**src/shared/sgs_pkg.sv**
```systemverilog
// package: addresses, field layout and gain tables of the sensor gain select registers
package sgs_pkg;

  // extended_function_reg_space addresses
  localparam logic [7:0] SGS_ADDR_CH1      = 8'hA1;
  localparam logic [7:0] SGS_ADDR_CH2      = 8'hA2;

  // register layout
  localparam int         SGS_REG_W         = 8;
  localparam logic [7:0] SGS_REG_RESET     = 8'h00;
  localparam logic [7:0] SGS_RDATA_UNMAPPED = 8'h00;
  localparam int         SGS_STG1_MSB      = 7;
  localparam int         SGS_STG1_LSB      = 5;
  localparam int         SGS_STG2_MSB      = 4;
  localparam int         SGS_STG2_LSB      = 0;
  localparam int         SGS_STG1_W        = 3;
  localparam int         SGS_STG2_W        = 5;
  localparam int         SGS_NUM_CH        = 2;

  // first-stage codes above this one are reserved
  localparam logic [2:0] SGS_STG1_MAX_CODE = 3'h5;
  // code driven to the front end in place of a reserved one
  localparam logic [2:0] SGS_STG1_SAFE_CODE = 3'h0;

  // gains in hundredths of V/V
  localparam int         SGS_GAIN_W        = 12;
  typedef logic [SGS_GAIN_W-1:0] sgs_gain_t;

  localparam sgs_gain_t SGS_STG2_X100 [32] = '{
    12'h064, 12'h06E, 12'h07A, 12'h087, 12'h096, 12'h0A7, 12'h0B9, 12'h0CD,
    12'h0E4, 12'h0FD, 12'h119, 12'h137, 12'h15A, 12'h182, 12'h1AA, 12'h1DC,
    12'h20E, 12'h24A, 12'h286, 12'h2CC, 12'h31C, 12'h376, 12'h3DA, 12'h448,
    12'h4C0, 12'h542, 12'h5D8, 12'h678, 12'h72C, 12'h7FE, 12'h8D0, 12'h9CA
  };

  localparam sgs_gain_t SGS_STG1_X100 [8] = '{
    12'h12C, 12'h1BB, 12'h2A8, 12'h3FC, 12'h5B1, 12'h9F6, 12'h12C, 12'h12C
  };

endpackage

```
**src/shared/sgs_gain_if.sv**
```systemverilog
// interface: one channel's register value and its decoded gain selection
`timescale 1ns/100ps
`default_nettype none

interface sgs_gain_if;
  import sgs_pkg::*;

  logic [SGS_REG_W-1:0]  reg_val;
  logic [SGS_STG1_W-1:0] stg1_code;
  logic [SGS_STG2_W-1:0] stg2_code;
  sgs_gain_t             stg1_x100;
  sgs_gain_t             stg2_x100;
  logic                  stg1_rsvd;

  modport regs (
    output reg_val,
    input  stg1_code,
    input  stg2_code,
    input  stg1_x100,
    input  stg2_x100,
    input  stg1_rsvd
  );

  modport dec (
    input  reg_val,
    output stg1_code,
    output stg2_code,
    output stg1_x100,
    output stg2_x100,
    output stg1_rsvd
  );

endinterface

`default_nettype wire

```
**src/rtl/sgs_regs.sv**
```systemverilog
// module: sensor gain select register bank on the special function register bus
`timescale 1ns/100ps
`default_nettype none

// Summary of operation
// - channel-one gain register, 8-bit read/write at 0xA1, cleared on reset
// - channel-one bits 4:0 pick second-stage gain, 1.00 to 25.06 V/V
// - channel-one bits 7:5 pick first-stage gain, codes 000..101, 3.00 to 25.50
// - channel-two gain register, 8-bit read/write at 0xA2, cleared on reset
// - channel-two bits 4:0 pick second-stage gain with the same table
// - channel-two bits 7:5 pick first-stage gain with the same table
module sgs_regs (
  // clock, reset, enable
  input  wire logic                      i_clk_sys,
  input  wire logic                      i_rst_n,
  input  wire logic                      i_ce,
  // special function register bus
  input  wire logic [7:0]                i_sfr_addr,
  input  wire logic                      i_sfr_wr,
  input  wire logic                      i_sfr_rd,
  input  wire logic [7:0]                i_sfr_wdata,
  output logic      [7:0]                o_sfr_rdata,
  output logic                           o_sfr_rd_hit,
  // channel one front-end gain
  output logic      [sgs_pkg::SGS_STG1_W-1:0] o_channel_one_first_stage_gain,
  output logic      [sgs_pkg::SGS_STG2_W-1:0] o_channel_one_second_stage_gain,
  output sgs_pkg::sgs_gain_t             o_channel_one_first_stage_x100,
  output sgs_pkg::sgs_gain_t             o_channel_one_second_stage_x100,
  output logic                           o_channel_one_first_stage_rsvd,
  // channel two front-end gain
  output logic      [sgs_pkg::SGS_STG1_W-1:0] o_channel_two_first_stage_gain,
  output logic      [sgs_pkg::SGS_STG2_W-1:0] o_channel_two_second_stage_gain,
  output sgs_pkg::sgs_gain_t             o_channel_two_first_stage_x100,
  output sgs_pkg::sgs_gain_t             o_channel_two_second_stage_x100,
  output logic                           o_channel_two_first_stage_rsvd
);
  import sgs_pkg::*;

  ////////////////////////////////////////////////////////////////////////////
  // reset release

  // runs regardless of i_ce so reset always completes
  logic rst_meta_q;
  logic rst_sync_n;

  always_ff @(posedge i_clk_sys or negedge i_rst_n) begin
    if (!i_rst_n) begin
      rst_meta_q <= 1'b0;
      rst_sync_n <= 1'b0;
    end else begin
      rst_meta_q <= 1'b1;
      rst_sync_n <= rst_meta_q;
    end
  end

  ////////////////////////////////////////////////////////////////////////////
  // gain registers

  logic [SGS_REG_W-1:0] ch_reg_q [SGS_NUM_CH];
  logic [SGS_REG_W-1:0] ch_reg_d [SGS_NUM_CH];
  logic [7:0]           ch_addr  [SGS_NUM_CH];

  assign ch_addr[0] = SGS_ADDR_CH1;
  assign ch_addr[1] = SGS_ADDR_CH2;

  // per channel: write decode, storage, decoder, registered outputs
  logic [SGS_STG1_W-1:0] stg1_q    [SGS_NUM_CH];
  logic [SGS_STG1_W-1:0] stg1_d    [SGS_NUM_CH];
  logic [SGS_STG2_W-1:0] stg2_q    [SGS_NUM_CH];
  logic [SGS_STG2_W-1:0] stg2_d    [SGS_NUM_CH];
  sgs_gain_t             stg1_x_q  [SGS_NUM_CH];
  sgs_gain_t             stg1_x_d  [SGS_NUM_CH];
  sgs_gain_t             stg2_x_q  [SGS_NUM_CH];
  sgs_gain_t             stg2_x_d  [SGS_NUM_CH];
  logic                  rsvd_q    [SGS_NUM_CH];
  logic                  rsvd_d    [SGS_NUM_CH];

  for (genvar c = 0; c < SGS_NUM_CH; c++) begin : g_ch
    sgs_gain_if gif ();

    // all eight bits stored as written, reserved codes included
    always_comb begin
      ch_reg_d[c] = ch_reg_q[c];
      if (i_ce && i_sfr_wr && (i_sfr_addr == ch_addr[c])) begin
        ch_reg_d[c] = i_sfr_wdata;
      end
    end

    always_ff @(posedge i_clk_sys or negedge rst_sync_n) begin
      if (!rst_sync_n) begin
        ch_reg_q[c] <= SGS_REG_RESET;
      end else begin
        ch_reg_q[c] <= ch_reg_d[c];
      end
    end

    assign gif.reg_val = ch_reg_q[c];

    sgs_gain_decode u_dec (
      .gif (gif.dec)
    );

    always_comb begin
      stg1_d[c]   = stg1_q[c];
      stg2_d[c]   = stg2_q[c];
      stg1_x_d[c] = stg1_x_q[c];
      stg2_x_d[c] = stg2_x_q[c];
      rsvd_d[c]   = rsvd_q[c];
      if (i_ce) begin
        stg1_d[c]   = gif.stg1_code;
        stg2_d[c]   = gif.stg2_code;
        stg1_x_d[c] = gif.stg1_x100;
        stg2_x_d[c] = gif.stg2_x100;
        rsvd_d[c]   = gif.stg1_rsvd;
      end
    end

    always_ff @(posedge i_clk_sys or negedge rst_sync_n) begin
      if (!rst_sync_n) begin
        stg1_q[c]   <= SGS_STG1_SAFE_CODE;
        stg2_q[c]   <= SGS_REG_RESET[SGS_STG2_MSB:SGS_STG2_LSB];
        stg1_x_q[c] <= SGS_STG1_X100[0];
        stg2_x_q[c] <= SGS_STG2_X100[0];
        rsvd_q[c]   <= 1'b0;
      end else begin
        stg1_q[c]   <= stg1_d[c];
        stg2_q[c]   <= stg2_d[c];
        stg1_x_q[c] <= stg1_x_d[c];
        stg2_x_q[c] <= stg2_x_d[c];
        rsvd_q[c]   <= rsvd_d[c];
      end
    end
  end

  ////////////////////////////////////////////////////////////////////////////
  // read port

  // unmapped reads return zero with hit low, so the core can or the bus
  logic [7:0] rdata_q;
  logic [7:0] rdata_d;
  logic       rd_hit_q;
  logic       rd_hit_d;

  always_comb begin
    rdata_d  = rdata_q;
    rd_hit_d = rd_hit_q;
    if (i_ce) begin
      rdata_d  = SGS_RDATA_UNMAPPED;
      rd_hit_d = 1'b0;
      if (i_sfr_rd && (i_sfr_addr == SGS_ADDR_CH1)) begin
        rdata_d  = ch_reg_q[0];
        rd_hit_d = 1'b1;
      end else if (i_sfr_rd && (i_sfr_addr == SGS_ADDR_CH2)) begin
        rdata_d  = ch_reg_q[1];
        rd_hit_d = 1'b1;
      end
    end
  end

  always_ff @(posedge i_clk_sys or negedge rst_sync_n) begin
    if (!rst_sync_n) begin
      rdata_q  <= SGS_RDATA_UNMAPPED;
      rd_hit_q <= 1'b0;
    end else begin
      rdata_q  <= rdata_d;
      rd_hit_q <= rd_hit_d;
    end
  end

  ////////////////////////////////////////////////////////////////////////////
  // outputs

  assign o_sfr_rdata                     = rdata_q;
  assign o_sfr_rd_hit                    = rd_hit_q;
  assign o_channel_one_first_stage_gain  = stg1_q[0];
  assign o_channel_one_second_stage_gain = stg2_q[0];
  assign o_channel_one_first_stage_x100  = stg1_x_q[0];
  assign o_channel_one_second_stage_x100 = stg2_x_q[0];
  assign o_channel_one_first_stage_rsvd  = rsvd_q[0];
  assign o_channel_two_first_stage_gain  = stg1_q[1];
  assign o_channel_two_second_stage_gain = stg2_q[1];
  assign o_channel_two_first_stage_x100  = stg1_x_q[1];
  assign o_channel_two_second_stage_x100 = stg2_x_q[1];
  assign o_channel_two_first_stage_rsvd  = rsvd_q[1];
endmodule // sgs_regs

`default_nettype wire

```
**src/rtl/sgs_gain_decode.sv**
```systemverilog
// module: decodes one gain register into front-end gain selections
`timescale 1ns/100ps
`default_nettype none

module sgs_gain_decode (
  sgs_gain_if.dec gif
);
  import sgs_pkg::*;

  logic [SGS_STG1_W-1:0] raw_stg1;

  always_comb begin
    raw_stg1      = gif.reg_val[SGS_STG1_MSB:SGS_STG1_LSB];
    gif.stg2_code = gif.reg_val[SGS_STG2_MSB:SGS_STG2_LSB];
    gif.stg2_x100 = SGS_STG2_X100[gif.stg2_code];
    // reserved codes fall back to the lowest gain so the front end cannot saturate
    gif.stg1_rsvd = (raw_stg1 > SGS_STG1_MAX_CODE);
    gif.stg1_code = gif.stg1_rsvd ? SGS_STG1_SAFE_CODE : raw_stg1;
    gif.stg1_x100 = SGS_STG1_X100[gif.stg1_code];
  end

endmodule // sgs_gain_decode

`default_nettype wire

```
**config.mk**
```make
export PLATFORM = sky130hd
export DESIGN_NAME = sgs_regs
export DESIGN_NICKNAME = d
export VERILOG_FILES = /design/src/shared/sgs_pkg.sv /design/src/shared/sgs_gain_if.sv /design/src/rtl/sgs_regs.sv /design/src/rtl/sgs_gain_decode.sv
export SDC_FILE = /design/constraint.sdc
export NUM_CORES = 1
export LEC_CHECK = 0
export BUFFER_PORTS_ARGS = -buffer_cell sky130_fd_sc_hd__buf_2
export CAP_MARGIN = 5
export CORE_AREA = 2 2 130 132
export CTS_CLUSTER_SIZE = 16
export DETAILED_ROUTE_END_ITERATION = 12
export DIE_AREA = 0 0 132 134
export PLACE_DENSITY = 0.49
export SYNTH_ARGS = -nofsm -noshare
export SYNTH_HDL_FRONTEND = slang
export SYNTH_SLANG_ARGS = --single-unit
```
**constraint.sdc**
```tcl
create_clock -name i_clk_sys -period 3.8 [get_ports i_clk_sys]
set_input_delay 0.76 -clock i_clk_sys [delete_from_list [all_inputs] [get_ports i_clk_sys]]
set_output_delay 0.76 -clock i_clk_sys [all_outputs]
set_load 0.005 [all_outputs]
```
==> impl_metrics.json <==
{
  "die_area_mm2": 0.0177,
  "final_hold_viol_count": 0,
  "clk_pin_slew_ns": 0.07,
  "synth_area_mm2": 0.00482,
  "crit_arrival_ns": 2.51,
  "crit_path_top_delay_cell": "dfrtp_1",
  "post_dp_cell_area_mm2": 0.00545,
  "ant_nets": 0,
  "globalRouteOverflowTotal": 0,
  "slew_violations": 0,
  "worstPathRequired_ns": 4.08,
  "final_area_mm2": 0.00578,
  "relSlewSlack_pct": 32.2,
  "reg2reg_from": "g_ch[1].gif.reg_val[1]$_DFFE_PN0P_",
  "coreArea_mm2": 0.0163,
  "async_flop_share_pct": 100,
  "min_path_type": "input port to async pin",
  "rsz0062_at_grt": "no",
  "layout_worst_path_cycle_share_pct": 58.6,
  "p_int_mw": 1.69,
  "ff_latch_area_mm2": 0.00230,
  "ys.warnings.count": 0,
  "startpoint_type": "register",
  "cap_violations": 0,
  "track_usage_pct": 14.3,
  "drtPass1Iterations": 4,
  "worstPathCellList": "inv_1, ha_1, mux4_2, a221oi_1, mux2_2",
  "clock_latency_ns": 0.34,
  "clockRootBuffer": "clkbuf_16",
  "multi_input_area_mm2": 0.00228,
  "drive_above_1_share_pct": 30.7,
  "ys_seq_area_share_pct": 47.5,
  "wl_per_cell_um": 15.7,
  "synth_cell_type_count": 52,
  "yosys.area.top_type": "dfrtp_1",
  "cts-resized-gates": 0,
  "synth_top_area_share_pct": 41.0,
  "antenna_cells": 0,
  "p_leak_nw": 2.68,
  "fin_util_pct": 35.5,
  "grt_pass1_vias": 3768,
  "min_period_ns": 2.23,
  "path_delay_family": "flip-flops",
  "seq_power_share_pct": 47.4,
  "clock_path_buffers": 2,
  "cp-end-kind": "register",
  "crit_buf_inv": 1,
  "die_w_um": 132,
  "worstSetupPathType": "register to register",
  "synth.avg_cell_area_um2": 10.2,
  "syn_inst": 474,
  "status": "finished clean",
  "tightest_slew_ns": 1.02,
  "drt_iter0_markers": 266,
  "synth_edf_count": 0,
  "power.share.switching_pct": 24.2,
  "slowest_delay_ns": 0.72,
  "portBuffers": 93,
  "synth_common_cells": "79 x dfrtp_1, 43 x nand2_1, 36 x mux2_2",
  "critPathMaxFanout": 16,
  "synth-seq-cells": 91,
  "start_util_pct": 29.6,
  "final_nets": 585,
  "finClkSkew_ns": 0.00613,
  "cts_tree": "built",
  "fmax_mhz": 449,
  "h-tree-depth": 3,
  "grt_pass1_wl_um": 20400,
  "grt_antenna_before_repair": 0,
  "clock_sink_count": 91,
  "nFillCells": 1710,
  "synth_most_common_cell": "dfrtp_1",
  "gp_congestion": 0.798,
  "power_density_mw_per_mm2": 387,
  "drt_wl_total_um": 12100,
  "vias": 3733,
  "cts_setup_buffers": 0,
  "rrSetupSlack_ns": 1.57,
  "power_frac_clock_pct": 44.7,
  "numCtsBuffers": 9,
  "crit_start": "g_ch[1].gif.reg_val[1]$_DFFE_PN0P_",
  "ios": 96,
  "ctsHoldBuffers": 0,
  "p_sw_mw": 0.541,
  "rows": 47,
  "setup_viol": 0,
  "grt_max_degree": 76,
  "comb_power_share_pct": 7.9,
  "dp_hpwl_um": 8330,
  "syn2layout_area_growth_pct": 19.8,
  "setup_tns_ns": 0,
  "die_h_um": 134,
  "avgViaCountPerCell": 4.85,
  "peakVddDrop_mv": 0.209,
  "yosys-top-cells-area": "dfrtp_1 41%, mux2_2 8.4%, dfstp_2 6.5%",
  "drcViolationCount": 0,
  "ys_dominant_reg_cell": "dfrtp_1"
}
[per-layer routing]
layer	wire length, um	GRT usage [%]	vias to the layer above
li1	-	-	1817
met1	5650	18.8	1816
met2	5800	23.0	81
met3	411	2.83	19
met4	254	6.04	0
met5	0	0	-
[sequential cells by signal, summed over array words and instances, names as in the netlist]
register and count:
g_ch.gif.reg_val 16, o_channel_one_first_stage_gain 3, o_channel_one_first_stage_rsvd 1, o_channel_one_first_stage_x100 11, o_channel_one_second_stage_gain 5, o_channel_one_second_stage_x100 12
o_channel_two_first_stage_gain 3, o_channel_two_first_stage_rsvd 1, o_channel_two_first_stage_x100 11, o_channel_two_second_stage_gain 5, o_channel_two_second_stage_x100 12, o_sfr_rd_hit 1
o_sfr_rdata 8, rst_meta_q 1, rst_sync_n 1
[through the flow]
step           total power, mW  hold WS (ns)  setup slack, ns  instances
4_1_cts                   2.28         0.173             1.55        770
2_1_floorplan             1.18         0.331             1.10        476
6_report                  2.23         0.188             1.57        770
3_5_place_dp              1.26         0.343             1.22        754
5_1_grt                   2.35         0.175             1.42        770
3_3_place_gp              1.26         0.339             1.26        754
[cell families (layout without fill, tap and decap cells)]
kind of cell               Yosys count  count (layout)  share of synthesized area, %
other                                1               3                        0.0777
muxes                               42              42                          9.91
adders and majority gates           19              19                          4.93
DFF                                 91              91                          47.5
AOI/OAI and AO/OA                  124             124                          18.1
xor gates and xnor gates             3               3                         0.545
and+or+nand+nor                    131             131                          13.6
buffers and inverters               63             137                          5.27
[layout by cell type (no fill, tap or decap), types with 6 or more instances in the layout]
cell       count
nand2_1       43
buf_2         93
nand2b_1      25
mux2_2        36
o2bb2ai_1     15
dfstp_2       12
a22o_1         8
nor2_1        33
o21ai_0       26
ha_1          19
a211oi_1       8
nor2b_1       10
inv_1         22
dfrtp_1       78
o311ai_0       6
a31oi_1        9
a21oi_1       16
clkbuf_16      9
[area by class of cell]
cell class	count	share of cell area (%)
Clock inverter	6	1.62
Sequential cell	91	39.7
Clock buffer	10	4.14
Timing Repair Buffer	98	8.71
Multi-Input combinational cell	322	39.5
Inverter	23	1.49
Tap cell	220	4.76
[power groups by stage]
stage	Combinational (mW)	Sequential [mW]	Clock, mW
floorplan	0.116	1.06	0
global placement	0.177	1.08	0
detailed placement	0.179	1.08	0
CTS	0.180	1.06	1.04
global route	0.198	1.07	1.08
finish	0.176	1.06	0.999
[worst reg2reg max path: cells and delay by family (launching register included)]
family / cells / cell delay (ns)
AOI/OAI and AO/OA: 1 / 0.31
DFF: 1 / 0.72
muxes: 2 / 0.68
adders and majority gates: 1 / 0.29
buffers and inverters: 1 / 0.18
[worst paths after layout]
path,end,depth (start not counted)
setup / recovery,o_channel_two_second_stage_x100[1]$_DFFE_PN0P_,5
hold / removal,rst_sync_n$_DFF_PN0_,1
setup reg to reg,o_channel_two_second_stage_x100[1]$_DFFE_PN0P_,5
hold reg to reg,rst_sync_n$_DFF_PN0_,0
max in group asynchronous,o_channel_one_second_stage_x100[2]$_DFFE_PN1P_,1
min in group i_clk_sys,rst_sync_n$_DFF_PN0_,0
No activity file was read; power rests on OpenSTA's default activity.
